File: config.mk
export PLATFORM = sky130hd
export DESIGN_NAME = timer_y_and_byte_timers
export DESIGN_NICKNAME = d
export VERILOG_FILES = /design/src/verilog/timer_pkg.sv /design/src/verilog/small_reload_timer.sv /design/src/verilog/timer_y_and_byte_timers.sv
export SDC_FILE = /design/constraint.sdc
export NUM_CORES = 1
export LEC_CHECK = 0
export BUFFER_PORTS_ARGS = -buffer_cell sky130_fd_sc_hd__buf_2
export CAP_MARGIN = 30
export CELL_PAD_IN_SITES_DETAIL_PLACEMENT = 0
export CELL_PAD_IN_SITES_GLOBAL_PLACEMENT = 2
export CORE_AREA = 2 2 146 148
export CTS_CLUSTER_DIAMETER = 30
export DETAILED_ROUTE_END_ITERATION = 8
export DIE_AREA = 0 0 148 150
export GPL_TIMING_DRIVEN = 0
export PLACE_DENSITY_LB_ADDON = 0.25
export SLEW_MARGIN = 15
export SYNTH_ARGS = -nofsm -noshare
export SYNTH_HDL_FRONTEND = slang
export SYNTH_SLANG_ARGS = --single-unit
File: constraint.sdc
create_clock -name pclk -period 6.1 [get_ports pclk]
set_input_delay 0.305 -clock pclk [delete_from_list [all_inputs] [get_ports pclk]]
set_output_delay 0.305 -clock pclk [all_outputs]
set_load 0.01 [all_outputs]
File: src/verilog/timer_pkg.sv
package timer_pkg;

	// Register byte addresses on the APB
	localparam logic [7:0] ADDR_WIDE_MODE  = 8'h00;
	localparam logic [7:0] ADDR_WIDE_COUNT = 8'h04;
	localparam logic [7:0] ADDR_SMALL_MODE = 8'h08;
	localparam logic [7:0] ADDR_FIRST      = 8'h0c;
	localparam logic [7:0] ADDR_SECOND     = 8'h10;
	localparam logic [7:0] ADDR_THIRD      = 8'h14;
	localparam logic [7:0] ADDR_FLAGS      = 8'h18;

	// Reset values
	localparam logic [7:0]  WIDE_MODE_RESET  = 8'h00;
	localparam logic [7:0]  SMALL_MODE_RESET = 8'h00;
	localparam logic [15:0] WIDE_COUNT_RESET = 16'h0000;
	localparam logic [7:0]  SMALL_RESET      = 8'h00;
	localparam logic [4:0]  FLAGS_RESET      = 5'h00;

	// Request flag positions in the flag register
	localparam int FLAG_WIDE_UF = 0;
	localparam int FLAG_EVENT   = 1;
	localparam int FLAG_FIRST   = 2;
	localparam int FLAG_SECOND  = 3;
	localparam int FLAG_THIRD   = 4;
	localparam int FLAG_W       = 5;

	// Prescaler width and the divide-by-eight code
	localparam int         PRESCALE_W = 6;
	localparam logic [1:0] PHI8_CODE  = 2'h0;

	// Operating modes of the wide counter
	typedef enum logic [1:0] {
		MODE_TIMER,
		MODE_PERIOD,
		MODE_EVENT,
		MODE_HL
	} wide_mode_e;

	// Wide counter mode register, bit 7 first
	typedef struct packed {
		logic       wide_counter_stop;
		logic       wide_edge_polarity;
		wide_mode_e mode;
		logic [1:0] div;
		logic       wide_toggle_output_enable;
		logic       wide_latch_only;
	} wide_mode_s;

	// Shared mode register of the three small timers, bit 7 first
	typedef struct packed {
		logic small_write_control;
		logic toggle_output_enable;
		logic toggle_start_polarity;
		logic third_small_source_select;
		logic second_small_source_select;
		logic first_small_source_select;
		logic spare;
		logic toggle_source_select;
	} small_mode_s;

	// One-cycle tick of the system clock divided by 8, 16, 32 or 64
	function automatic logic prescale_tick(input logic [PRESCALE_W-1:0] cnt, input logic [1:0] div);
		logic t;
		t = 1'b0;
		unique case (div)
			2'h0: t = &cnt[2:0];
			2'h1: t = &cnt[3:0];
			2'h2: t = &cnt[4:0];
			2'h3: t = &cnt[5:0];
		endcase
		return t;
	endfunction

endpackage

File: src/verilog/small_reload_timer.sv
`timescale 1ns/1ps
// Eight-bit down counter with its own reload latch
module small_reload_timer (
	input  wire logic       pclk,
	input  wire logic       presetn,
	input  wire logic       tick,
	input  wire logic       wr_en,
	input  wire logic       latch_only,
	input  wire logic [7:0] wr_data,
	output logic      [7:0] count,
	output logic      [7:0] latch,
	output logic            underflow
);
	import timer_pkg::*;

	logic [7:0] count_q, count_d; // Live count
	logic [7:0] latch_q, latch_d; // Reload value

	// A write wins over a tick in the same cycle
	always_comb begin
		count_d = count_q;
		latch_d = latch_q;
		if (wr_en) begin
			latch_d = wr_data;
			if (!latch_only) begin
				count_d = wr_data;
			end
		end else if (tick) begin
			// Reload at zero gives a divide by n plus one
			count_d = (count_q == 8'h00) ? latch_q : count_q - 8'h01;
		end
	end

	// Registers only
	always_ff @(posedge pclk or negedge presetn) begin
		if (!presetn) begin
			count_q <= SMALL_RESET;
			latch_q <= SMALL_RESET;
		end else begin
			count_q <= count_d;
			latch_q <= latch_d;
		end
	end

	// Underflow is combinational so a cascaded timer sees it the same cycle
	assign underflow = tick && !wr_en && (count_q == 8'h00);
	assign count     = count_q;
	assign latch     = latch_q;

endmodule

File: src/verilog/timer_y_and_byte_timers.sv
// Summary of operation
// Stop bit freezes the wide counter; a counter write still loads it
// Timer mode counts prescaled clock /8../64
// Underflow sets flag, reloads, keeps counting
// Toggle drives event pin when enabled; the code drives it in timer mode only
// Toggle inverts per underflow, polarity sets start
// Period mode, polarity zero: falling edge captures
// Period mode, polarity one: rising edge captures
// Capture flags pin request; reads show capture
// Event mode counts selected pin edge
// HL mode captures on both pin edges
// Shared write bit: latch only or both
// Small toggle start level and enable
// First timer counts clock/8 or sub-clock/2
// Source select zero: toggle on first underflow
// Source select one: toggle on second underflow
// Second timer counts first underflow or clock
// Third timer counts first underflow or clock/8
// Third timer writes load counter and latch
// Source change leaves latch; software rewrites
// Three 8-bit counters with reload latches
// Loaded n divides source by n plus one
// Wide counter: 16-bit latch, four modes
`timescale 1ns/1ps
module timer_y_and_byte_timers (
	input  wire logic        pclk,
	input  wire logic        presetn,
	input  wire logic        psel,
	input  wire logic        penable,
	input  wire logic        pwrite,
	input  wire logic [7:0]  paddr,
	input  wire logic [31:0] pwdata,
	output logic      [31:0] prdata,
	output logic             pready,
	output logic             pslverr,
	input  wire logic        wide_event_pin_in,
	output logic             wide_event_pin_out,
	output logic             wide_event_pin_oe,
	input  wire logic        sub_clock_input,
	output logic             small_toggle_pin,
	output logic             small_toggle_oe,
	output logic [timer_pkg::FLAG_W-1:0] irq_flags
);
	import timer_pkg::*;

	// Bus slave state
	logic [31:0] prdata_q, prdata_d;   // Read data, sampled in setup
	logic        pready_q, pready_d;   // One wait-free access cycle
	logic        pslverr_q, pslverr_d; // Unmapped address answer
	logic        bus_wr;               // Write takes effect
	logic        addr_hit;             // Address maps to a register

	// Mode registers
	wide_mode_s  wide_mode_q, wide_mode_d;
	small_mode_s small_mode_q, small_mode_d;

	// Wide counter state
	logic [15:0] wide_count_q, wide_count_d;     // Live count
	logic [15:0] wide_latch_q, wide_latch_d;     // Reload latch
	logic [15:0] wide_capture_q, wide_capture_d; // Captured value
	logic        wide_toggle_q, wide_toggle_d;   // Toggle signal
	logic        wide_oe_q, wide_oe_d;           // Pin driven
	logic        wide_tick;                      // Count enable
	logic        cap_edge;                       // Capturing edge
	logic        wide_uf;                        // Underflow event
	logic        wide_wr;                        // Counter write
	logic        toggle_live;                    // Toggle may run

	// Clock sources and edge detectors
	logic [PRESCALE_W-1:0] pre_q, pre_d; // Free prescaler
	logic pin_prev_q, pin_prev_d;        // Last event pin level
	logic sub_prev_q, sub_prev_d;        // Last sub-clock level
	logic sub_half_q, sub_half_d;        // Sub-clock divide by two
	logic pin_rise, pin_fall;
	logic phi8_tick, sub_tick;

	// Small timers
	logic [7:0] t1_count, t2_count, t3_count;
	logic [7:0] t1_latch, t2_latch, t3_latch;
	logic       t1_tick, t2_tick, t3_tick;
	logic       t1_uf, t2_uf, t3_uf;
	logic       t1_wr, t2_wr, t3_wr;
	logic       small_tog_q, small_tog_d; // Small toggle level
	logic       small_oe_q, small_oe_d;   // Small pin driven

	// Request flags
	logic [FLAG_W-1:0] flags_q, flags_d;
	logic [FLAG_W-1:0] flag_set, flag_clr;

	// Decode of mapped addresses
	function automatic logic mapped(input logic [7:0] a);
		return a == ADDR_WIDE_MODE || a == ADDR_WIDE_COUNT || a == ADDR_SMALL_MODE ||
			a == ADDR_FIRST || a == ADDR_SECOND || a == ADDR_THIRD || a == ADDR_FLAGS;
	endfunction

	assign addr_hit = mapped(paddr);
	assign bus_wr   = psel && penable && pready_q && pwrite && addr_hit;
	assign wide_wr  = bus_wr && paddr == ADDR_WIDE_COUNT;
	assign t1_wr    = bus_wr && paddr == ADDR_FIRST;
	assign t2_wr    = bus_wr && paddr == ADDR_SECOND;
	assign t3_wr    = bus_wr && paddr == ADDR_THIRD;

	// Bus answer: read data is sampled in setup so it comes from a flop
	always_comb begin
		pready_d  = psel && !penable;
		pslverr_d = psel && !penable && !addr_hit;
		prdata_d  = prdata_q;
		if (psel && !penable) begin
			prdata_d = 32'h0000_0000;
			unique case (paddr)
				ADDR_WIDE_MODE:  prdata_d[7:0] = wide_mode_q;
				ADDR_WIDE_COUNT: begin
					// Measurement modes show the captured value
					if (wide_mode_q.mode == MODE_PERIOD || wide_mode_q.mode == MODE_HL) begin
						prdata_d[15:0] = wide_capture_q;
					end else begin
						prdata_d[15:0] = wide_count_q;
					end
				end
				ADDR_SMALL_MODE: prdata_d[7:0] = small_mode_q;
				ADDR_FIRST:      prdata_d[7:0] = t1_count;
				ADDR_SECOND:     prdata_d[7:0] = t2_count;
				ADDR_THIRD:      prdata_d[7:0] = t3_count;
				ADDR_FLAGS:      prdata_d[FLAG_W-1:0] = flags_q;
				default:         prdata_d = 32'h0000_0000;
			endcase
		end
	end

	// Mode register writes
	always_comb begin
		wide_mode_d  = wide_mode_q;
		small_mode_d = small_mode_q;
		if (bus_wr && paddr == ADDR_WIDE_MODE) begin
			wide_mode_d = pwdata[7:0];
		end
		if (bus_wr && paddr == ADDR_SMALL_MODE) begin
			small_mode_d = pwdata[7:0];
		end
	end

	// Clock sources: prescaler, pin edges, sub-clock halving
	always_comb begin
		pre_d      = pre_q + 1'b1;
		pin_prev_d = wide_event_pin_in;
		sub_prev_d = sub_clock_input;
		sub_half_d = sub_half_q ^ (sub_clock_input && !sub_prev_q);
	end
	assign pin_rise  = wide_event_pin_in && !pin_prev_q;
	assign pin_fall  = !wide_event_pin_in && pin_prev_q;
	assign phi8_tick = prescale_tick(pre_q, PHI8_CODE);
	// Every second sub-clock rising edge
	assign sub_tick  = sub_clock_input && !sub_prev_q && sub_half_q;

	// Wide counter count source and capture edge per mode
	always_comb begin
		wide_tick = 1'b0;
		cap_edge  = 1'b0;
		unique case (wide_mode_q.mode)
			MODE_TIMER:  wide_tick = prescale_tick(pre_q, wide_mode_q.div);
			MODE_PERIOD: begin
				wide_tick = prescale_tick(pre_q, wide_mode_q.div);
				cap_edge  = wide_mode_q.wide_edge_polarity ? pin_rise : pin_fall;
			end
			MODE_EVENT:  wide_tick = wide_mode_q.wide_edge_polarity ? pin_fall : pin_rise;
			MODE_HL: begin
				wide_tick = prescale_tick(pre_q, wide_mode_q.div);
				cap_edge  = pin_rise || pin_fall;
			end
		endcase
	end

	// Stop freezes count; a capture wins over a tick
	assign wide_uf = !wide_wr && !wide_mode_q.wide_counter_stop && !cap_edge &&
		wide_tick && wide_count_q == 16'h0000;
	assign toggle_live = wide_mode_q.mode == MODE_TIMER && wide_mode_q.wide_toggle_output_enable;

	// Wide counter next state
	always_comb begin
		wide_count_d   = wide_count_q;
		wide_latch_d   = wide_latch_q;
		wide_capture_d = wide_capture_q;
		if (cap_edge) begin
			wide_capture_d = wide_count_q;
		end
		if (wide_wr) begin
			wide_latch_d = pwdata[15:0];
			if (!wide_mode_q.wide_latch_only) begin
				wide_count_d = pwdata[15:0];
			end
		end else if (wide_mode_q.wide_counter_stop) begin
			wide_count_d = wide_count_q;
		end else if (cap_edge) begin
			wide_count_d = wide_latch_q;
		end else if (wide_tick) begin
			// Reload on underflow, else step down
			wide_count_d = wide_uf ? wide_latch_q : wide_count_q - 16'h0001;
		end
	end

	// Wide toggle: held at its start level until it may run
	// Start level follows the incoming mode so one write can set polarity and enable
	always_comb begin
		wide_oe_d = toggle_live;
		if (!toggle_live) begin
			wide_toggle_d = !wide_mode_d.wide_edge_polarity;
		end else if (wide_uf) begin
			wide_toggle_d = !wide_toggle_q;
		end else begin
			wide_toggle_d = wide_toggle_q;
		end
	end

	// Small timer count sources
	assign t1_tick = small_mode_q.first_small_source_select ? sub_tick : phi8_tick;
	assign t2_tick = small_mode_q.second_small_source_select ? 1'b1 : t1_uf;
	assign t3_tick = small_mode_q.third_small_source_select ? phi8_tick : t1_uf;

	// Three identical counters, source changes never touch a latch
	small_reload_timer u_first (
		.pclk      (pclk),
		.presetn   (presetn),
		.tick      (t1_tick),
		.wr_en     (t1_wr),
		.latch_only(small_mode_q.small_write_control),
		.wr_data   (pwdata[7:0]),
		.count     (t1_count),
		.latch     (t1_latch),
		.underflow (t1_uf)
	);
	small_reload_timer u_second (
		.pclk      (pclk),
		.presetn   (presetn),
		.tick      (t2_tick),
		.wr_en     (t2_wr),
		.latch_only(small_mode_q.small_write_control),
		.wr_data   (pwdata[7:0]),
		.count     (t2_count),
		.latch     (t2_latch),
		.underflow (t2_uf)
	);
	small_reload_timer u_third (
		.pclk      (pclk),
		.presetn   (presetn),
		.tick      (t3_tick),
		.wr_en     (t3_wr),
		.latch_only(1'b0),
		.wr_data   (pwdata[7:0]),
		.count     (t3_count),
		.latch     (t3_latch),
		.underflow (t3_uf)
	);

	// Small toggle follows the selected timer's underflows
	always_comb begin
		small_oe_d = small_mode_q.toggle_output_enable;
		if (!small_mode_q.toggle_output_enable) begin
			small_tog_d = !small_mode_d.toggle_start_polarity;
		end else if (small_mode_q.toggle_source_select ? t2_uf : t1_uf) begin
			small_tog_d = !small_tog_q;
		end else begin
			small_tog_d = small_tog_q;
		end
	end

	// Request flags: write one clears, a same-cycle set wins
	always_comb begin
		flag_set               = '0;
		flag_set[FLAG_WIDE_UF] = wide_uf;
		flag_set[FLAG_EVENT]   = cap_edge;
		flag_set[FLAG_FIRST]   = t1_uf;
		flag_set[FLAG_SECOND]  = t2_uf;
		flag_set[FLAG_THIRD]   = t3_uf;
		flag_clr = (bus_wr && paddr == ADDR_FLAGS) ? pwdata[FLAG_W-1:0] : '0;
		flags_d  = (flags_q & ~flag_clr) | flag_set;
	end

	// All registers of the top level
	always_ff @(posedge pclk or negedge presetn) begin
		if (!presetn) begin
			prdata_q       <= 32'h0000_0000;
			pready_q       <= 1'b0;
			pslverr_q      <= 1'b0;
			wide_mode_q    <= WIDE_MODE_RESET;
			small_mode_q   <= SMALL_MODE_RESET;
			wide_count_q   <= WIDE_COUNT_RESET;
			wide_latch_q   <= WIDE_COUNT_RESET;
			wide_capture_q <= WIDE_COUNT_RESET;
			wide_toggle_q  <= 1'b1;
			wide_oe_q      <= 1'b0;
			pre_q          <= '0;
			pin_prev_q     <= 1'b0;
			sub_prev_q     <= 1'b0;
			sub_half_q     <= 1'b0;
			small_tog_q    <= 1'b1;
			small_oe_q     <= 1'b0;
			flags_q        <= FLAGS_RESET;
		end else begin
			prdata_q       <= prdata_d;
			pready_q       <= pready_d;
			pslverr_q      <= pslverr_d;
			wide_mode_q    <= wide_mode_d;
			small_mode_q   <= small_mode_d;
			wide_count_q   <= wide_count_d;
			wide_latch_q   <= wide_latch_d;
			wide_capture_q <= wide_capture_d;
			wide_toggle_q  <= wide_toggle_d;
			wide_oe_q      <= wide_oe_d;
			pre_q          <= pre_d;
			pin_prev_q     <= pin_prev_d;
			sub_prev_q     <= sub_prev_d;
			sub_half_q     <= sub_half_d;
			small_tog_q    <= small_tog_d;
			small_oe_q     <= small_oe_d;
			flags_q        <= flags_d;
		end
	end

	assign prdata             = prdata_q;
	assign pready             = pready_q;
	assign pslverr            = pslverr_q;
	assign wide_event_pin_out = wide_toggle_q;
	assign wide_event_pin_oe  = wide_oe_q;
	assign small_toggle_pin   = small_tog_q;
	assign small_toggle_oe    = small_oe_q;
	assign irq_flags          = flags_q;
endmodule

Word level (Yosys, flattened, before mapping)

Cells that the tools add are included.

Register bits after elaboration: 148
Input port bits: 47
Output and inout port bits: 43

Add/sub/neg operators: 5
Equal/unequal tests: 18
Mux-type cells: 36
Bitwise gates (word level): 4
Reductions and logical operators: 70

Operators by type and width:

| cell                                                                    | number |
|---|---|
| 16-bit 2-to-1 mux                                                       | 7 |
| 8-bit 2-to-1 mux                                                        | 11 |
| 5-bit one-hot mux with 7 select lines                                   | 1 |
| 8-bit logical NOT                                                       | 4 |
| 1-bit logical AND                                                       | 28 |
| 8-bit by 5-bit == test with 1-bit output, second input constant         | 3 |
| 8-bit by 1-bit subtractor with 8-bit output, second input constant      | 3 |
| 3-bit one-hot mux with 6 select lines                                   | 1 |
| 8-bit by 4-bit == test with 1-bit output, second input constant         | 2 |
| 16-bit logical NOT                                                      | 1 |
| 16-bit by 1-bit subtractor with 16-bit output, second input constant    | 1 |
| 1-bit logical NOT                                                       | 15 |
| 1-bit 2-to-1 mux                                                        | 10 |
| 2-bit == test, second input constant                                    | 4 |
| 8-bit by 3-bit == test with 1-bit output, second input constant         | 1 |
| 1-bit logical OR                                                        | 8 |
| 7-bit 2-to-1 mux                                                        | 1 |
| 6-bit by 1-bit adder with 6-bit output, second input constant           | 1 |
| 6-bit 2-to-1 mux                                                        | 1 |
| 2-bit by 1-bit inequality test with 1-bit output, second input constant | 3 |
| 2-bit inequality test, second input constant                            | 3 |
| 3-bit AND reduction                                                     | 2 |
| 6-bit AND reduction                                                     | 1 |
| 2-bit nonzero test                                                      | 3 |
| 14 further kinds                                                        | 18 |

Depth between registers and ports, before layout

Gate-level depths: netlist (run 1).

Word-level depth: 19
Gate-level depth with buffers: 10
Gate-level depth less buffers: 9

Modules after synthesis

A second synthesis (run 1) with hierarchy kept.

Cell total of the unflattened synthesis: 775
Area total of the unflattened synthesis: 7976.4 um^2

By module, submodules not included:

| module                  | instances | cells an instance | area an instance (um^2) | sequential area each (um^2) |
|---|---|---|---|---|
| timer_y_and_byte_timers | 1         | 520               | 5255.0                  | 2504.9 |
| small_reload_timer      | 3         | 85                | 907.1                   | 400.4 |

Worst setup path before layout (run 1)

No wires, ideal clock.

Path kind: register to register
Start point: register pre_q[0]
End point: register wide_count_q[2]
Library setup time: 0.127 ns
Arrival time: 2.248 ns
Required time: 5.973 ns
Setup slack: 3.725 ns
Stages on the path, launching flop included: 10
Path buffers: 0
Clock period less this slack: 2.375 ns
Path through: dfrtp_1 ha_1 and3_1 ha_1 mux2i_1 or3_1 a311oi_1 nor4b_1 a311oi_1 o2bb2ai_1

Longest elaborated chain between the ends: 10
Elaborated cells on any way between the ends: 15
Classes of those cells: mux: 7; reduce/logical: 8

Ends and longest elaborated chain:

| what                                        | line                           | source |
|---|---|---|
| start: declaration                          | timer_y_and_byte_timers.sv:70  | `logic [PRESCALE_W-1:0] pre_q, pre_d;` |
| start signal: assignment                    | timer_y_and_byte_timers.sv:309 | `pre_q <= pre_d;` |
| 6-bit AND reduction (tied with other cells) | timer_pkg.sv:69                | `2'h3: t = &cnt[5:0];` |
| 1-bit one-hot mux with 4 select lines *     | timer_pkg.sv:65                | `unique case (div)` |
| 1-bit one-hot mux with 2 select lines *     | timer_y_and_byte_timers.sv:159 | `unique case (wide_mode_q.mode)` |
| 1-bit logical AND                           | timer_y_and_byte_timers.sv:174 | `assign wide_uf = !wide_wr && !wide_mode_q.wide_counter_stop && !cap_edge &&` |
| 1-bit logical AND                           | timer_y_and_byte_timers.sv:175 | `wide_tick && wide_count_q == 16'h0000;` |
| 16-bit 2-to-1 mux                           | timer_y_and_byte_timers.sv:197 | `wide_count_d = wide_uf ? wide_latch_q : wide_count_q - 16'h0001;` |
| 16-bit 2-to-1 mux                           | timer_y_and_byte_timers.sv:195 | `end else if (wide_tick) begin` |
| 16-bit 2-to-1 mux                           | timer_y_and_byte_timers.sv:193 | `end else if (cap_edge) begin` |
| 16-bit 2-to-1 mux                           | timer_y_and_byte_timers.sv:191 | `end else if (wide_mode_q.wide_counter_stop) begin` |
| 16-bit 2-to-1 mux                           | timer_y_and_byte_timers.sv:186 | `if (wide_wr) begin` |
| end signal: assignment                      | timer_y_and_byte_timers.sv:304 | `wide_count_q <= wide_count_d;` |
| end: declaration                            | timer_y_and_byte_timers.sv:58  | `logic [15:0] wide_count_q, wide_count_d;` |

Mark *: on every way between the ends. The rest lies on a longest branch, timed or not. The select of a mux whose other input is x is not followed.
A chain may end at the register's enable or synchronous reset.

Worst setup path after layout (run 1)

Start point: register wide_count_q[0]
End point: register wide_count_q[11]

Longest elaborated chain between the ends: 7
Elaborated cells on any way between the ends: 8
Classes of those cells: add/sub: 1; mux: 5; reduce/logical: 2

Ends and longest elaborated chain:

| what                                                                                  | line |
|---|---|
| branches (longest 2 deep; another with 16-bit by 1-bit subtractor with 16-bit output) | -- |
| 16-bit 2-to-1 mux *                                                                   | timer_y_and_byte_timers.sv:197 |
| 16-bit 2-to-1 mux *                                                                   | timer_y_and_byte_timers.sv:195 |
| 16-bit 2-to-1 mux *                                                                   | timer_y_and_byte_timers.sv:193 |
| 16-bit 2-to-1 mux *                                                                   | timer_y_and_byte_timers.sv:191 |
| 16-bit 2-to-1 mux *                                                                   | timer_y_and_byte_timers.sv:186 |

Every way passes the cells marked *. The select of a mux whose other input is x is not followed.

==> impl_metrics.env, run 1 <==
export IMPL_grt_max_degree=88
export IMPL_hpwlAfterDp_um=17700
export IMPL_die_area_um2=22200
export IMPL_grt_remaining_overflow=0
export IMPL_ys_seq_area_frac=0.454
export IMPL_drv_cap=0
export IMPL_grt_pass1_vias=6653
export IMPL_firstDrtPassIters=5
export IMPL_mostFrequentLayoutCells="nand2_1 (212), dfrtp_1 (146), buf_2 (61)"
export IMPL_place_ws_ps=3140
export IMPL_fmax_mhz=336
export IMPL_hold_end="pin_prev_q"
export IMPL_placed_area_um2=8860
export IMPL_synthToLayoutAreaGrowth_pct=16.5
export IMPL_start_kind="flip-flop"
export IMPL_clock_sinks=148
export IMPL_drc=0
export IMPL_rrSetupSlack_ps=3120
export IMPL_end_kind="flip-flop"
export IMPL_h_tree_depth=4
export IMPL_die_x_um=148
export IMPL_final_layout_size_suffix_gt1_frac=0.162
export IMPL_ys_seq_elements=148
export IMPL_crit_type="flip-flop to flip-flop"
export IMPL_crit_path_max_incr_delay_ps=660
export IMPL_avgSynthCellArea_um2=9.07
export IMPL_start_util=0.394
export IMPL_synthDistinctLibCells=72
export IMPL_r2r_start="wide_count_q[0]"
export IMPL_wl_per_cell_um=19.4
export IMPL_totalWireLength_um=24800
export IMPL_setup_slack_ps=3120
export IMPL_peakVddDrop_mv=0.176
export IMPL_synth_warnings=0
export IMPL_use_met2=0.364
export IMPL_die_h_um=150
export IMPL_met3_usage=0.0421
export IMPL_cts_tree="built"
export IMPL_port_buffers=52
export IMPL_grt_util_all_layers=0.234
export IMPL_p_per_area_nw_per_um2=260
export IMPL_path_clk_slew_ps=70
export IMPL_grt_pass1_wl_um=39400
export IMPL_fin_tns_setup_ps=0
export IMPL_outcome="complete, no violations"
export IMPL_maxSlewViolCount=0
export IMPL_reg2reg_depth=9
export IMPL_worstHoldStart="wide_event_pin_in"
export IMPL_ant_nets=0
export IMPL_gp_congestion=0.859
export IMPL_final_nets=1050
export IMPL_hold_viol_final=0
export IMPL_power_frac_comb=0.119
export IMPL_busiest_layer="met2"
export IMPL_cp_max_fo=8
export IMPL_netlist_instances=899
export IMPL_coreArea_um2=20700
export IMPL_io_pins=90
export IMPL_antenna_cells=0
export IMPL_fin_area_um2=9500
export IMPL_worst_hold_slack_ps=23.6
export IMPL_first_iter_violations=469
export IMPL_crit_family="compound AO/OA/AOI/OAI gates"
export IMPL_finalSetupViolCount=0
export IMPL_tightest_slew_ps=841
export IMPL_vias_per_cell=5.33
export IMPL_layout_commonest_cell="nand2_1"
export IMPL_crit_chain="inv_1 > ha_1 > nor4b_1 > nand4_1 > a311oi_2 > or2_2 > buf_2 > a21oi_1 > o22a_1"
export IMPL_grtUsageMet1=0.336
export IMPL_root_buffer="clkbuf_16"
export IMPL_via_count=6806
export IMPL_intPower_mw=1.83
export IMPL_worstHoldPathType="primary input to flip-flop"
export IMPL_p_seq_frac=0.429
export IMPL_required_ps=6420
export IMPL_rsz0062_at_grt="no"
export IMPL_power_frac_clock=0.453
export IMPL_ys_async_sr_fraction=1.00
export IMPL_antenna_found_initial=0
export IMPL_p_sw_mw=0.645
export IMPL_syn_area_um2=8160
export IMPL_final_cell_count_no_fill=1278
export IMPL_reg2reg_to="wide_count_q[11]"
export IMPL_cp_arrival_ps=3300
export IMPL_core_rowCount=53
export IMPL_p_leak_nw=4.46
export IMPL_finalCritPeriodShare=0.488
export IMPL_post_route_min_period_ps=2980
export IMPL_clock_skew_final_ps=12.7
export IMPL_cts_buffers_inserted=17
export IMPL_clockBufferDepth=2
export IMPL_critical_path_buf_inv_count=2
export IMPL_dp_cells=1243
export IMPL_slew_headroom=0.435
export IMPL_swShare=0.261
export IMPL_cts_resized=0
export IMPL_clkLatencyLatePin_ps=430
export IMPL_synth_ff_type="dfrtp_1"
export IMPL_holdPathStages=1
export IMPL_synth_edff_count=0
export IMPL_cp_slowest_cell="a311oi_2"
[cell usage after synthesis, types with 7 or more instances]
master / instances / share of area
a21oi_1: 42 / 0.026
a31oi_1: 11 / 0.0084
buf_2: 8 / 0.0049
buf_4: 21 / 0.019
clkbuf_1: 30 / 0.014
dfrtp_1: 146 / 0.45
ha_1: 13 / 0.020
inv_1: 23 / 0.011
mux2_2: 22 / 0.030
mux2i_1: 31 / 0.038
nand2_1: 212 / 0.098
nand3_1: 13 / 0.0080
nor2_1: 56 / 0.026
nor3_1: 22 / 0.014
nor4_1: 8 / 0.0061
o211ai_1: 10 / 0.0092
o21a_1: 7 / 0.0064
o21ai_0: 51 / 0.031
o31ai_1: 13 / 0.012
or3_1: 9 / 0.0069
xnor2_1: 13 / 0.014
xor2_1: 10 / 0.011
[cell type report]
type | count | area, um2
inverters | 24 | 90.1
fillers | 2098 | 11200
clock buffers | 22 | 454
multi-input cells | 676 | 4080
flip-flops and latches | 148 | 3710
plain buffers | 66 | 344
clock inverters | 10 | 159
well taps | 275 | 344
repair buffers | 57 | 328
[how the worst max path moves through the flow]
stage,start,to,slack [ps],depth (start not counted)
global placement,presetn,u_third.latch[4],2370,1
global route,wide_count_q[0],wide_count_q[3],2950,9
CTS,wide_count_q[0],wide_count_q[2],3150,8
floorplan,pre_q[0],wide_count_q[2],3720,9
finish,wide_count_q[0],wide_count_q[11],3120,9
detailed placement,wide_event_pin_in,wide_count_q[15],3140,10
[through the flow]
| stage | power [mW] | utilization |
|---|---|---|
| final | 2.47 | 0.459 |
| after global routing | 2.57 | 0.459 |
| after CTS | 2.48 | 0.459 |
| after detailed placement | 1.37 | 0.428 |
| after global placement | 1.37 | 0.426 |
| after floorplan | 1.25 | - |
[kinds of logic (layout without fill, tap and decap cells)]
| group | after synthesis | after routing | synth area share |
|---|---|---|---|
| xor gates and xnor gates | 23 | 23 | 0.0247 |
| adders and majority gates | 13 | 13 | 0.0199 |
| other | 1 | 16 | 0.000460 |
| and+or+nand+nor | 377 | 377 | 0.215 |
| DFF | 148 | 148 | 0.454 |
| muxes | 56 | 56 | 0.0767 |
| buffers and inverters | 90 | 179 | 0.0532 |
| AOI/OAI and AO/OA | 191 | 191 | 0.156 |
[per-layer routing]
layer / vias up / wire length, um
met5: - / 0
met4: 0 / 406
met3: 23 / 1040
met2: 151 / 11200
met1: 3313 / 12200
li1: 3319 / -
[worst register-to-register path: cells and delay by family (launching register included)]
family / cells / cell delay (ps)
AO/OA/AOI/OAI: 3 / 970
adder cells (fa/ha/maj): 1 / 270
flip-flops: 1 / 420
buffers and inverters: 2 / 340
AND/OR/NAND/NOR: 3 / 870
[state kept, by name, indices dropped and copies added (netlist names), 5 cells and up]
| name | cells |
|---|---|
| u_second.latch | 8 |
| u_third.count | 8 |
| u_first.count | 8 |
| irq_flags | 5 |
| wide_latch_q | 16 |
| wide_count_q | 16 |
| pre_q | 6 |
| small_mode_q | 7 |
| u_first.latch | 8 |
| prdata | 16 |
| wide_capture_q | 16 |
| u_third.latch | 8 |
| u_second.count | 8 |
| wide_mode_q | 8 |
[what timing repair did]
action,CTS,global route
setup buffers,0,0
hold endpoints to repair,61,0
hold buffers,2,0
[power groups by stage]
stage	combinational (mW)	sequential [mW]	clock, mW
after floorplan	0.195	1.06	0
after global placement	0.289	1.08	0
after detailed placement	0.293	1.08	0
after CTS	0.296	1.06	1.13
after global routing	0.333	1.06	1.18
final	0.293	1.06	1.12
Power figures use the tool's default switching activity.
==> run 2: changes to the inputs <==
CORE_AREA = 2 2 152 154   (was 2 2 146 148)
DIE_AREA = 0 0 154 156   (was 0 0 148 150)
clock period = 2.8 ns   (was 6.1 ns; I/O delays follow)
==> impl_metrics.env, run 2 (synthesized netlist as in run 1, its figures left out) <==
export IMPL_die_x_um=154
export IMPL_required_ps=3100
export IMPL_peakVddDrop_mv=0.331
export IMPL_root_buffer="clkbuf_16"
export IMPL_via_count=6866
export IMPL_firstDrtPassIters=5
export IMPL_hold_end="wide_latch_q[6]"
export IMPL_core_rowCount=55
export IMPL_p_leak_nw=4.52
export IMPL_die_h_um=156
export IMPL_cts_buffers_inserted=17
export IMPL_coreArea_um2=22400
export IMPL_antenna_cells=0
export IMPL_crit_type="flip-flop to flip-flop"
export IMPL_path_clk_slew_ps=70
export IMPL_finalSetupViolCount=0
export IMPL_fin_tns_setup_ps=0
export IMPL_clock_sinks=148
export IMPL_clock_skew_final_ps=12.4
export IMPL_setup_slack_ps=152
export IMPL_maxSlewViolCount=0
export IMPL_cp_arrival_ps=2950
export IMPL_totalWireLength_um=25100
export IMPL_grt_pass1_wl_um=39500
export IMPL_wl_per_cell_um=19.4
export IMPL_drc=0
export IMPL_cp_slowest_cell="nor4_2"
export IMPL_mostFrequentLayoutCells="nand2_1 (211), dfrtp_1 (146), buf_2 (60)"
export IMPL_worstHoldStart="pwdata[6]"
export IMPL_reg2reg_depth=5
export IMPL_clkLatencyLatePin_ps=430
export IMPL_holdPathStages=3
export IMPL_drv_cap=0
export IMPL_final_layout_size_suffix_gt1_frac=0.172
export IMPL_grt_remaining_overflow=0
export IMPL_rsz0062_at_grt="no"
export IMPL_finalCritPeriodShare=0.946
export IMPL_crit_chain="nand4_1 > nor4_2 > buf_2 > nor2_1 > a221o_1"
export IMPL_grt_pass1_vias=6643
export IMPL_h_tree_depth=4
export IMPL_synthToLayoutAreaGrowth_pct=18.9
export IMPL_p_per_area_nw_per_um2=559
export IMPL_reg2reg_to="wide_count_q[15]"
export IMPL_end_kind="flip-flop"
export IMPL_tightest_slew_ps=800
export IMPL_rrSetupSlack_ps=150
export IMPL_grt_util_all_layers=0.216
export IMPL_layout_commonest_cell="nand2_1"
export IMPL_cts_tree="built"
export IMPL_slew_headroom=0.462
export IMPL_post_route_min_period_ps=2650
export IMPL_r2r_start="pready"
export IMPL_worstHoldPathType="primary input to flip-flop"
export IMPL_ant_nets=0
export IMPL_dp_cells=1253
export IMPL_vias_per_cell=5.29
export IMPL_hold_viol_final=0
export IMPL_start_kind="flip-flop"
export IMPL_antenna_found_initial=0
export IMPL_clockBufferDepth=2
export IMPL_first_iter_violations=416
export IMPL_final_cell_count_no_fill=1299
export IMPL_grt_max_degree=82
export IMPL_io_pins=90
export IMPL_hpwlAfterDp_um=17900
export IMPL_cp_max_fo=10
export IMPL_final_nets=1061
export IMPL_fmax_mhz=378
export IMPL_die_area_um2=24000
export IMPL_critical_path_buf_inv_count=1
export IMPL_start_util=0.365
export IMPL_port_buffers=52
export IMPL_crit_path_max_incr_delay_ps=810
export IMPL_gp_congestion=0.860
export IMPL_crit_family="simple AND/OR/NAND/NOR gates"
export IMPL_outcome="complete, no violations"
export IMPL_place_ws_ps=-153
## run 2: changes by cell type in the layout (fill, tap and decap cells not counted), sizes merged
cell | previous run | this run
clkinvlp | 2 | 1
buf | 91 | 95
dlygate4sd3 | 2 | 11
clkbuf | 52 | 51
## run 2: worst max path at each step
stage | from | endpoint | slack (ps) | cells past startpoint
after floorplan | pre_q[0] | wide_count_q[2] | 420 | 9
after global placement | presetn | wide_count_q[12] | -820 | 1
after detailed placement | wide_count_q[0] | wide_count_q[6] | -150 | 8
after CTS | pre_q[0] | wide_count_q[15] | 30 | 10
after global routing | wide_count_q[0] | wide_count_q[15] | 10 | 9
final | pready | wide_count_q[15] | 150 | 5
## run 2: timing repair
action                                  4_1_cts  5_1_grt
endpoints found under the setup margin       14       27
setup buffers                                 3        2
hold buffers                                 11        0
endpoints found under the hold margin        88        0
pin swaps                                     2        3
resized for setup                             2        9
## run 2: through the flow
step                 util  total power, mW  cell area, um2  hold WS [ps]
detailed placement  0.397             2.98            8880           183
floorplan               -             2.73            8210          -156
finish              0.433             5.42            9690          53.3
global route        0.433             5.65            9690          55.8
CTS                 0.431             5.46            9650          40.2
global placement    0.395             2.97            8830           262
## run 2: cell type report
type	instances	area, um2
sequential	148	3710
tap	285	357
clock inverter	9	151
inverter	24	90.1
timing repair buffer	70	450
buffer	64	338
clock buffer	23	468
multi-input combinational	676	4130
fill	2245	12700
## run 2: where the power goes
part	internal, mW	leakage, nW	switching [mW]	total, mW
Sequential	2.22	1.92	0.0987	2.31
Clock	1.54	0.301	0.927	2.46
Combinational	0.257	2.30	0.384	0.641
Total	4.01	4.52	1.41	5.42
## run 2: layer usage
layer | vias up | GRT usage | routed length, um
li1 | 3337 | - | -
met1 | 3335 | 0.314 | 12500
met2 | 156 | 0.327 | 11100
met3 | 38 | 0.0347 | 978
met4 | 0 | 0.0783 | 604
met5 | - | 0 | 0
## run 2: tightest hold or removal path, cell delays in order
cell,delay (ps)
buf_4,180
nand2_1,70
nand2_1,40
==> run 3: changes to the inputs <==
ABC_AREA = 1   (was not set)
CORE_AREA = 2 2 155 157   (was 2 2 152 154)
DIE_AREA = 0 0 157 159   (was 0 0 154 156)
==> impl_metrics.env, run 3 <==
export IMPL_root_buffer="clkbuf_16"
export IMPL_post_route_min_period_ps=2430
export IMPL_antenna_cells=0
export IMPL_worstHoldPathType="primary input to flip-flop"
export IMPL_final_layout_size_suffix_gt1_frac=0.137
export IMPL_maxSlewViolCount=0
export IMPL_hpwlAfterDp_um=18200
export IMPL_worst_hold_slack_ps=26.9
export IMPL_grt_max_degree=99
export IMPL_gp_congestion=0.810
export IMPL_grt_util_all_layers=0.206
export IMPL_coreArea_um2=23200
export IMPL_synth_top_cells_by_area="dfrtp_1 (46%), nand2_1 (11%), o21ai_0 (7.3%)"
export IMPL_register_area_um2=3710
export IMPL_drv_cap=0
export IMPL_grt_pass1_wl_um=39200
export IMPL_clkLatencyLatePin_ps=440
export IMPL_clock_skew_final_ps=14.2
export IMPL_finalCritPeriodShare=0.869
export IMPL_layout_commonest_cell="nand2_1"
export IMPL_power_frac_clock=0.441
export IMPL_yosysMostFrequentCell="nand2_1"
export IMPL_p_leak_nw=4.96
export IMPL_via_count=7039
export IMPL_cpMostUsedCell="nand3_1"
export IMPL_firstDrtPassIters=5
export IMPL_grt_remaining_overflow=0
export IMPL_critical_path_buf_inv_count=2
export IMPL_die_area_um2=25000
export IMPL_synth_warnings=0
export IMPL_cp_max_fo=10
export IMPL_ys_seq_elements=148
export IMPL_mostFrequentLayoutCells="nand2_1 (243), dfrtp_1 (146), inv_1 (130)"
export IMPL_outcome="complete, no violations"
export IMPL_totalWireLength_um=24700
export IMPL_final_nets=1189
export IMPL_grt_pass1_vias=6961
export IMPL_design_power_total_mw=5.20
export IMPL_ys_seq_area_frac=0.463
export IMPL_peakVddDrop_mv=0.303
export IMPL_h_tree_depth=4
export IMPL_final_util=0.410
export IMPL_cts_buffers_inserted=17
export IMPL_netlist_instances=1022
export IMPL_cp_slowest_cell="dfrtp_1"
export IMPL_ys_async_sr_fraction=1.00
export IMPL_hold_viol_final=0
export IMPL_end_kind="flip-flop"
export IMPL_finalSetupViolCount=0
export IMPL_swShare=0.290
export IMPL_dp_cells=1414
export IMPL_crit_path_max_incr_delay_ps=410
export IMPL_clock_sinks=148
export IMPL_path_clk_slew_ps=70
export IMPL_p_per_area_nw_per_um2=546
export IMPL_synth_top_area_cell="dfrtp_1"
export IMPL_synth_top_area_frac=0.456
export IMPL_syn_area_um2=8010
export IMPL_synth_ff_type="dfrtp_1"
export IMPL_p_sw_mw=1.51
export IMPL_crit_chain="inv_1 > ha_1 > nand2_1 > nor3_1 > nand3_1 > nor2_1 > nand2_4 > buf_2 > nand3_1 > nand3_1 > a21oi_1"
export IMPL_avgSynthCellArea_um2=7.84
export IMPL_die_h_um=159
export IMPL_clockBufferDepth=2
export IMPL_required_ps=3170
export IMPL_intPower_mw=3.69
export IMPL_fillCellCount=2477
export IMPL_fmax_mhz=411
export IMPL_synthToLayoutAreaGrowth_pct=18.8
export IMPL_crit_family="simple AND/OR/NAND/NOR gates"
export IMPL_crit_type="flip-flop to flip-flop"
export IMPL_start_util=0.345
export IMPL_synth_edff_count=0
export IMPL_die_x_um=157
export IMPL_synth_common_cells="nand2_1 (243), dfrtp_1 (146), inv_1 (130)"
export IMPL_ant_nets=0
export IMPL_vias_per_cell=4.82
export IMPL_slew_headroom=0.567
export IMPL_antenna_found_initial=0
export IMPL_multiInputGateArea_um2=3590
export IMPL_tightest_slew_ps=648
export IMPL_fin_tns_setup_ps=0
export IMPL_first_iter_violations=322
export IMPL_drc=0
export IMPL_cts_tree="built"
export IMPL_rsz0062_at_grt="no"
export IMPL_core_rowCount=56
export IMPL_io_pins=90
export IMPL_port_buffers=57
export IMPL_synthDistinctLibCells=48
export IMPL_p_seq_frac=0.444
export IMPL_cp_arrival_ps=2800
export IMPL_wl_per_cell_um=16.9
export IMPL_final_cell_count_no_fill=1461
export IMPL_start_kind="flip-flop"
export IMPL_power_frac_comb=0.115
-- run 3: final timing paths --
| kind | startpoint | to | slack, ps | cells after the start |
|---|---|---|---|---|
| worst max-delay path | wide_count_q[0] | wide_count_q[11] | 370 | 11 |
| worst min-delay path | pwdata[2] | u_second.latch[2] | 30 | 3 |
| worst max register to register | wide_count_q[0] | wide_count_q[11] | 370 | 11 |
| worst min register to register | pre_q[0] | pre_q[0] | 450 | 1 |
| max in group asynchronous | presetn | wide_capture_q[1] | 1740 | 3 |
| min in group asynchronous | presetn | sub_prev_q | 210 | 2 |
-- run 3: metrics by stage --
step                      setup WS [ps]  instance area [um2]
after floorplan                     767                 8060
after CTS                          98.0                 9480
final                               368                 9520
after global placement             -901                 8750
after detailed placement            126                 8790
after global routing               89.1                 9520
-- run 3: timing repair --
| action | in CTS | in global routing |
|---|---|---|
| hold buffers | 12 | 0 |
| resized for setup | 0 | 2 |
| setup buffers | 0 | 3 |
| endpoints found under the hold margin | 62 | 0 |
| setup endpoints to repair | 0 | 9 |
-- run 3: metal layers --
| metal | part of all wire | vias to the layer above | GRT usage |
|---|---|---|---|
| met5 | 0 | - | 0 |
| met4 | 0.030 | 0 | 0.0726 |
| met3 | 0.031 | 36 | 0.0346 |
| met2 | 0.47 | 130 | 0.325 |
| met1 | 0.47 | 3374 | 0.284 |
| li1 | - | 3499 | - |
-- run 3: logic make-up after synthesis --
| group | Yosys count | share of synthesized area |
|---|---|---|
| buf+inv | 180 | 0.0966 |
| flops | 148 | 0.463 |
| other cells | 1 | 0.000468 |
| compound gates | 211 | 0.152 |
| mux | 3 | 0.00391 |
| simple gates | 443 | 0.239 |
| fa+ha+maj | 13 | 0.0203 |
| xor+xnor | 23 | 0.0252 |
-- run 3: cell type report --
class / instances / share of cell area
clock inverter: 15 / 0.0158
buffer: 46 / 0.0284
inverter: 134 / 0.0533
clock buffer: 17 / 0.0447
multi-input combinational: 709 / 0.378
tap: 319 / 0.0419
timing repair buffer: 73 / 0.0489
sequential: 148 / 0.389
-- run 3: power by group through the flow --
| stage | Sequential [mW] | Clock, mW | Combinational (mW) |
|---|---|---|---|
| floorplan | 2.32 | 0 | 0.367 |
| global placement | 2.35 | 0 | 0.582 |
| detailed placement | 2.34 | 0 | 0.589 |
| CTS | 2.30 | 2.34 | 0.606 |
| global route | 2.31 | 2.44 | 0.674 |
| finish | 2.31 | 2.29 | 0.596 |
-- run 3: worst min-delay path: cells and delay by family --
family	cells	cell delay, ps
simple gates	1	80
compound gates	1	60
buf+inv	1	140
